--- src/memsize_params.svh ---
// offsets, reset values, setting codes and memory map bounds of the memory size block
`ifndef MEMSIZE_PARAMS_SVH
`define MEMSIZE_PARAMS_SVH

// ----------------------------------------------------------------
// register byte offsets
// ----------------------------------------------------------------
`define OFS_ROM_SEL 8'h00
`define OFS_XRAM_SEL 8'h04
`define OFS_ANALOG 8'h08
`define OFS_BOOT_SWAP 8'h0c
`define OFS_PROBE_ADDR 8'h10
`define OFS_PROBE_REGION 8'h14
`define OFS_STATUS 8'h18
`define OFS_CAPACITY 8'h1c

// ----------------------------------------------------------------
// reset values
// ----------------------------------------------------------------
`define ROM_SEL_RESET 8'hcf
`define XRAM_SEL_RESET 8'h0c
`define ANALOG_RESET 8'hff

// ----------------------------------------------------------------
// setting codes and capacities in KB
// ----------------------------------------------------------------
`define ROM_SEL_32K 8'hc8
`define ROM_SEL_48K 8'hcc
`define ROM_SEL_60K 8'hcf
`define XRAM_SEL_NONE 8'h0c
`define XRAM_SEL_1K 8'h0a
`define XRAM_SEL_2K 8'h0b
`define XRAM_SEL_4K 8'h04
`define XRAM_SEL_6K 8'h00
`define KB_32 8'h20
`define KB_48 8'h30
`define KB_60 8'h3c
`define KB_0 8'h00
`define KB_1 8'h01
`define KB_2 8'h02
`define KB_4 8'h04
`define KB_6 8'h06

// ----------------------------------------------------------------
// address map of the 64 KB space (17 bits so limits fit)
// ----------------------------------------------------------------
`define VECTOR_END 17'h0003f
`define CALLT_END 17'h0007f
`define OPTION_BASE 17'h00080
`define OPTION_END 17'h00084
`define SECID_BASE 17'h00085
`define SECID_END 17'h0008e
`define SWAP_OFFSET 17'h01000
`define XRAM_END 17'h0f800
`define HSRAM_BASE 17'h0fb00
`define HSRAM_END 17'h0feff
`define SFR_BASE 17'h0ff00

`endif

--- src/memsize_pkg.sv ---
// types shared by the memory size block
package memsize_pkg;

    typedef enum logic [3:0] {
        REGION_NONE,
        REGION_VECTOR,
        REGION_CALLT,
        REGION_OPTION,
        REGION_SECID,
        REGION_ROM,
        REGION_XRAM,
        REGION_HSRAM,
        REGION_SFR
    } region_t;

    typedef struct packed {
        region_t region;
        logic [7:0] rom_kb;
        logic [7:0] xram_kb;
        logic rom_ok;
        logic xram_ok;
        logic overlap;
    } decode_t;

endpackage : memsize_pkg

--- src/region_decoder.sv ---
// address region decoder driven by the two size selections
`include "memsize_params.svh"

module region_decoder #(
    parameter int ADDR_W = 16
) (
    input wire logic [ADDR_W-1:0] addr,
    input wire logic [7:0] rom_size_select,
    input wire logic [7:0] xram_size_select,
    input wire logic boot_swap,
    output memsize_pkg::decode_t info
);
    import memsize_pkg::*;

    generate
        if (ADDR_W != 16) begin : g_bad_width
            $error("region_decoder serves a 16-bit address space only");
        end
    endgenerate

    always_comb begin
        logic [16:0] a;
        logic [16:0] rom_limit;
        logic [16:0] xram_base;
        logic in_opt;
        logic in_sec;
        a = {1'b0, addr};
        rom_limit = '0;
        xram_base = '0;
        in_opt = 1'b0;
        in_sec = 1'b0;
        info = '0;
        info.region = REGION_NONE;
        info.rom_ok = 1'b1;
        info.xram_ok = 1'b1;
        case (rom_size_select)
            `ROM_SEL_32K: info.rom_kb = `KB_32;
            `ROM_SEL_48K: info.rom_kb = `KB_48;
            `ROM_SEL_60K: info.rom_kb = `KB_60;
            default: info.rom_ok = 1'b0;
        endcase
        case (xram_size_select)
            `XRAM_SEL_NONE: info.xram_kb = `KB_0;
            `XRAM_SEL_1K: info.xram_kb = `KB_1;
            `XRAM_SEL_2K: info.xram_kb = `KB_2;
            `XRAM_SEL_4K: info.xram_kb = `KB_4;
            `XRAM_SEL_6K: info.xram_kb = `KB_6;
            default: info.xram_ok = 1'b0;
        endcase
        rom_limit = {info.rom_kb[6:0], 10'h000};
        xram_base = `XRAM_END - {info.xram_kb[6:0], 10'h000};
        info.overlap = (info.xram_kb != `KB_0) && (rom_limit > xram_base);
        // boot swap duplicates option bytes and security id one block up
        in_opt = (a >= `OPTION_BASE && a <= `OPTION_END) || (boot_swap &&
            a >= `OPTION_BASE + `SWAP_OFFSET && a <= `OPTION_END + `SWAP_OFFSET);
        in_sec = (a >= `SECID_BASE && a <= `SECID_END) || (boot_swap &&
            a >= `SECID_BASE + `SWAP_OFFSET && a <= `SECID_END + `SWAP_OFFSET);
        if (a < rom_limit) begin
            if (a <= `VECTOR_END) begin
                info.region = REGION_VECTOR;
            end else if (a <= `CALLT_END) begin
                info.region = REGION_CALLT;
            end else if (in_opt) begin
                info.region = REGION_OPTION;
            end else if (in_sec) begin
                info.region = REGION_SECID;
            end else begin
                info.region = REGION_ROM;
            end
        end else if (info.xram_kb != `KB_0 && a >= xram_base && a < `XRAM_END) begin
            info.region = REGION_XRAM;
        end else if (a >= `HSRAM_BASE && a <= `HSRAM_END) begin
            info.region = REGION_HSRAM;
        end else if (a >= `SFR_BASE) begin
            info.region = REGION_SFR;
        end
    end

endmodule : region_decoder

--- src/memsize_ctrl.sv ---
// memory size configuration block with AHB-Lite register slave
//
// Function
// - the decoder covers a flat 64 KB space holding ROM, high-speed RAM and expansion RAM.
// - after reset the ROM selection reads cfh and the expansion RAM selection reads 0ch.
// - ROM selection c8h, cch, cfh decode 32, 48, 60 KB, with 1 KB high-speed RAM always.
// - expansion RAM selection 0ch, 0ah, 0bh, 04h, 00h decode 0, 1, 2, 4, 6 KB.
// - the eight port 2 converter pins come out of reset in analog input mode.
// - 0000h-003fh is the vector table, low byte at even address, high at odd.
//
// The AHB-Lite slave port and the placing of the registers were decided locally.
`include "memsize_params.svh"

module memsize_ctrl (
    input wire logic hclk,
    input wire logic hresetn,
    input wire logic hsel,
    input wire logic [31:0] haddr,
    input wire logic [1:0] htrans,
    input wire logic hwrite,
    input wire logic [2:0] hsize,
    input wire logic [31:0] hwdata,
    input wire logic hready,
    output logic [31:0] hrdata,
    output logic hreadyout,
    output logic hresp,
    input wire logic [15:0] cpu_addr,
    output memsize_pkg::region_t cpu_region,
    output logic [7:0] port2_analog_mode,
    output logic [7:0] rom_size_select,
    output logic [7:0] xram_size_select
);
    import memsize_pkg::*;

    typedef struct packed {
        logic [7:0] rom_sel;
        logic [7:0] xram_sel;
        logic [7:0] analog;
        logic boot_swap;
        logic [15:0] probe;
        logic rom_written;
        logic xram_written;
        logic analog_written;
        logic order_err;
        logic ph_valid;
        logic ph_write;
        logic ph_low;
        logic [7:0] ph_addr;
        logic [31:0] rdata;
        region_t region;
    } state_t;

    state_t s;
    state_t next_s;
    decode_t cpu_info;
    decode_t probe_info;
    logic take;

    // ----------------------------------------------------------------
    // decoders: one for the processor path, one for software probing
    // ----------------------------------------------------------------
    region_decoder #(.ADDR_W(16)) u_cpu_dec (
        .addr(cpu_addr),
        .rom_size_select(s.rom_sel),
        .xram_size_select(s.xram_sel),
        .boot_swap(s.boot_swap),
        .info(cpu_info)
    );

    region_decoder #(.ADDR_W(16)) u_probe_dec (
        .addr(s.probe),
        .rom_size_select(s.rom_sel),
        .xram_size_select(s.xram_sel),
        .boot_swap(s.boot_swap),
        .info(probe_info)
    );

    // ----------------------------------------------------------------
    // next state
    // ----------------------------------------------------------------
    assign take = hsel && hready && htrans[1];

    always_comb begin
        next_s = s;
        next_s.ph_valid = take;
        next_s.ph_write = hwrite;
        next_s.ph_low = (haddr[31:8] == 24'h000000);
        next_s.ph_addr = haddr[7:0];
        next_s.region = cpu_info.region;
        // data phase write; byte lane 0 carries the setting
        if (s.ph_valid && s.ph_write && s.ph_low) begin
            case (s.ph_addr)
                `OFS_ROM_SEL: begin
                    next_s.rom_sel = hwdata[7:0];
                    next_s.rom_written = 1'b1;
                    next_s.order_err = 1'b0;
                end
                `OFS_XRAM_SEL: begin
                    next_s.xram_sel = hwdata[7:0];
                    next_s.xram_written = 1'b1;
                    // flags expansion RAM set before any ROM setting
                    if (!s.rom_written) begin
                        next_s.order_err = 1'b1;
                    end
                end
                `OFS_ANALOG: begin
                    next_s.analog = hwdata[7:0];
                    next_s.analog_written = 1'b1;
                end
                `OFS_BOOT_SWAP: next_s.boot_swap = hwdata[0];
                `OFS_PROBE_ADDR: next_s.probe = hwdata[15:0];
                default: ;
            endcase
        end
        // read data registered at the address phase, valid in the data phase
        if (take && !hwrite) begin
            next_s.rdata = 32'h00000000;
            if (haddr[31:8] == 24'h000000) begin
                case (haddr[7:0])
                    `OFS_ROM_SEL: next_s.rdata = {24'h000000, s.rom_sel};
                    `OFS_XRAM_SEL: next_s.rdata = {24'h000000, s.xram_sel};
                    `OFS_ANALOG: next_s.rdata = {24'h000000, s.analog};
                    `OFS_BOOT_SWAP: next_s.rdata = {31'h00000000, s.boot_swap};
                    `OFS_PROBE_ADDR: next_s.rdata = {16'h0000, s.probe};
                    `OFS_PROBE_REGION: next_s.rdata = {28'h0000000, probe_info.region};
                    `OFS_STATUS: next_s.rdata = {28'h0000000, s.order_err,
                        probe_info.overlap, probe_info.xram_ok, probe_info.rom_ok};
                    `OFS_CAPACITY: next_s.rdata = {16'h0000, probe_info.xram_kb,
                        probe_info.rom_kb};
                    default: next_s.rdata = 32'h00000000;
                endcase
            end
        end
    end

    // ----------------------------------------------------------------
    // state register
    // ----------------------------------------------------------------
    always_ff @(posedge hclk or negedge hresetn) begin
        if (!hresetn) begin
            s <= '0;
            s.rom_sel <= `ROM_SEL_RESET;
            s.xram_sel <= `XRAM_SEL_RESET;
            s.analog <= `ANALOG_RESET;
            s.region <= REGION_NONE;
        end else begin
            s <= next_s;
        end
    end

    // ----------------------------------------------------------------
    // outputs
    // ----------------------------------------------------------------
    assign hrdata = s.rdata;
    assign hreadyout = 1'b1;
    assign hresp = 1'b0;
    assign cpu_region = s.region;
    assign port2_analog_mode = s.analog;
    assign rom_size_select = s.rom_sel;
    assign xram_size_select = s.xram_sel;
endmodule : memsize_ctrl

--- config.mk ---
export PLATFORM = sky130hd
export DESIGN_NAME = memsize_ctrl
export DESIGN_NICKNAME = d
export VERILOG_FILES = /design/src/memsize_pkg.sv /design/src/region_decoder.sv /design/src/memsize_ctrl.sv
export VERILOG_INCLUDE_DIRS = /design/src
export SDC_FILE = /design/constraint.sdc
export NUM_CORES = 1
export LEC_CHECK = 0
export BUFFER_PORTS_ARGS = -buffer_cell sky130_fd_sc_hd__buf_2
export CAP_MARGIN = 40
export CORE_MARGIN = 2
export CORE_UTILIZATION = 30
export CTS_BUF_LIST = sky130_fd_sc_hd__clkbuf_8
export DETAILED_ROUTE_END_ITERATION = 16
export GPL_TIMING_DRIVEN = 0
export PLACE_DENSITY_LB_ADDON = 0.08
export SYNTH_ARGS = -nofsm -noshare
export SYNTH_HDL_FRONTEND = slang
export SYNTH_SLANG_ARGS = --single-unit
--- constraint.sdc ---
create_clock -name hclk -period 2.9 [get_ports hclk]
set_input_delay 0.145 -clock hclk [delete_from_list [all_inputs] [get_ports hclk]]
set_output_delay 0.145 -clock hclk [all_outputs]
set_load 0.1 [all_outputs]
==> run metrics <==
outcome=complete, but fails checks; Top FF cell, synth=dfrtp_1; Worst Path Max Fanout=3; number of buffers added on ports=113; Root Buffer=clkbuf_8; Seq cells post-synth=74; Top Family by Delay on Critical Path=simple AND/OR/NAND/NOR gates; Psw=680 uW; critical path class=flip-flop to flip-flop; Worst EP required=3.20 ns; TritonCTS clock tree=yes; # Max-Cap Violations=0; setup ws final=-0.0305 ns; Max Freq=341 MHz; Lkg Pwr=0.00290 uW; internal cell power=1490 uW; Net Sw Frac=31.3%; combinational cell fraction of total power=17.9%; num rows=45; Mapped Area=4630 um^2; leading area contributor after synthesis=dfrtp_1; final wirelength=13.7 mm; Pins Over Slew Limit=0; Synth top area share=31.3%; critical path depth=11; Area contributors post-synth=dfrtp_1 31%, buf_4 10%, mux2_2 9.7%; fillcell total=1538; DP HPWL=10.5 mm; sequential share of power=49.0%; Initial Utilization=30.6%; Clock Pin Slew Worst Setup and Hold Paths=0.08 ns; htree depth=3; reg2reg path depth=11; Crit-path slowest cell=or4_4; Yosys cell types=64; Buf/Inv on CP=2; Worst-Margin Slew=0.777 ns; Finished Layout Cells=829; GR Util All Layers=17.1%; DRT Pass-1 Iters=5; routed length per instance=16.5 um; Final Setup Violations=2; P&R area growth vs syn=30.9%; Final TNS setup=-0.0355 ns; worst hold slack=0.0239 ns; number of global-route vias before repair=4076; initial antenna violation count=0; reg-to-reg slack, setup=-0.03 ns; die width=128 um; pin count of the biggest net entering global routing=48; fin crit period=2.93 ns; clock skew=0.00971 ns; Clk pwr share=33.2%; dpl cells=786; Ant. Diodes=0; Initial DRC Count=214; IR Drop Worst-Case VDD=161 uV; Final Cycle Share=101%; Congestion Overflow GR=0; asr flop ratio synth=100%; TritonCTS Sinks=74; max incr delay on CP=0.59 ns; crit path DAT=3.23 ns; Post-synth EDFFs=0; global-route wire length before repair=21.5 mm; Top cell by count, worst path=buf_4; clk_lat worst skew=0.37 ns; WHS Path Cells=2; Final #Nets=743; Setup Slack @ Placement=-0.541 ns; Critical Path Start Type=flip-flop; DR vias/cell=4.94; post-synthesis sequential area ratio=40.4%; Remaining DRCs=0; TritonCTS buffer count=9; HP Class=primary input to flip-flop; Die Y=128 um; RSZ-0062 raised after global routing=yes; Syn Inst Count=465; YS warnings=0; Vias=4099; GP Congestion=0.895; mean area per synthesized cell=9.96 um^2; Core ar.=15100 um^2; crit path cell chain=or4_4 -> buf_4 -> buf_4 -> nor2_4 -> ha_1 -> o21ai_0 -> a21oi_1 -> o311a_1 -> nor4bb_4 -> a211oi_2 -> o21ai_1; final hold violation count=0; Critical Path Sink Type=flip-flop; failing checks=negative setup slack; Pwr Density=359 nW/um^2; Post-DRT Antenna Nets=0; Slew headroom=47.8%; IO Pins=152; ratio of cells with drive above 1 in the final layout=45.6%; Max Buffers Root-to-Sink=2; die area=16400 um^2
## cells in the final DEF, fill, tap and decap left out, types with 3 or more instances in the layout
cell type | netlist | layout
ha_1 | 17 | 15
mux2_2 | 40 | 40
buf_2 | 3 | 115
clkbuf_8 | 0 | 10
nand2_1 | 34 | 34
mux2i_1 | 4 | 4
nor2b_1 | 4 | 4
nor3b_1 | 3 | 3
a22o_1 | 8 | 8
o211ai_1 | 4 | 4
nand2b_1 | 5 | 5
dlygate4sd3_1 | 0 | 13
nor3_1 | 10 | 9
dfrtp_1 | 58 | 57
and3_1 | 7 | 7
a21o_1 | 3 | 3
xnor2_1 | 3 | 3
or2_2 | 5 | 5
a22oi_1 | 3 | 3
dfstp_2 | 16 | 16
nand3_1 | 11 | 10
inv_1 | 11 | 11
or4_1 | 5 | 4
conb_1 | 2 | 21
or3_1 | 4 | 3
nand3b_1 | 5 | 5
a21oi_1 | 16 | 16
buf_4 | 62 | 77
nor2_1 | 22 | 21
nor4_1 | 14 | 12
o31ai_1 | 6 | 6
a2111oi_0 | 3 | 3
nand4_1 | 10 | 10
o21ai_0 | 17 | 16
clkbuf_1 | 10 | 10
## registers in the layout (all words and copies together) (netlist names)
name,count
hrdata,16
xram_size_select,8
rom_size_select,8
cpu_region,4
s,30
port2_analog_mode,8
## cells in the mapped netlist, types with 6 or more instances
master,count
a21oi_1,16
a22o_1,8
and3_1,7
buf_4,62
clkbuf_1,10
dfrtp_1,58
dfstp_2,16
ha_1,17
inv_1,11
mux2_2,40
nand2_1,34
nand3_1,11
nand4_1,10
nor2_1,22
nor3_1,10
nor4_1,14
o21ai_0,17
o31ai_1,6
## cells by family (layout without fill, tap and decap cells)
kind of cell | after synthesis | in the layout | share of synthesized area (%)
simple gates | 150 | 150 | 18.0
other cells | 2 | 21 | 0.162
xor+xnor | 3 | 3 | 0.567
mux | 44 | 44 | 10.6
fa+ha+maj | 17 | 17 | 4.59
compound gates | 89 | 89 | 13.6
buf+inv | 86 | 243 | 12.1
flops | 74 | 74 | 40.4
## area by class of cell
type | instances | area [um^2] | area share [%]
Inverter | 11 | 43.8 | 0.722
Multi-Input combinational cell | 324 | 2390 | 39.4
Timing Repair Buffer | 141 | 831 | 13.7
Buffer | 75 | 518 | 8.54
Clock buffer | 10 | 138 | 2.27
Clock inverter | 6 | 35.0 | 0.578
Tap cell | 188 | 235 | 3.88
Sequential cell | 74 | 1870 | 30.9
## repair_timing
item | in CTS | in global routing
hold buffers | 13 | 0
buffers inserted | 13 | 2
pin swaps | 11 | 7
setup endpoints to repair | 7 | 6
gates cloned | 0 | 0
gates resized for setup | 20 | 1
hold endpoints to repair | 39 | 0
## power by group through the flow
stage	Sequential, uW	Clock [uW]	Combinational (uW)
5_1_grt	1070	802	414
3_5_place_dp	1080	0	366
6_report	1070	721	388
2_1_floorplan	1080	0	252
4_1_cts	1070	763	388
3_3_place_gp	1080	0	358
## worst paths after layout
path / from / end
max in group asynchronous: hresetn / port2_analog_mode[4]
setup / recovery: xram_size_select[5] / hrdata[3]
setup reg to reg: xram_size_select[5] / hrdata[3]
hold / removal: hwdata[9] / s[60]
min in group asynchronous: hresetn / s[38]
hold reg to reg: s[50] / s[50]
## metrics by stage
step	instance area, um^2	util (%)	total power, uW
after global routing	6060	40.0	2280
after global placement	5520	36.4	1440
after CTS	6040	39.9	2220
after detailed placement	5550	36.6	1450
after floorplan	4720	-	1330
final	6060	40.0	2170
## layer usage
metal	up-vias	track usage [%]	routed length [um]
met5	-	0	0
met4	0	6.33	291
met3	22	3.46	602
met2	112	28.2	6530
met1	1988	22.2	6250
li1	1977	-	-
Note: power is estimated with default switching activity, not from simulation.
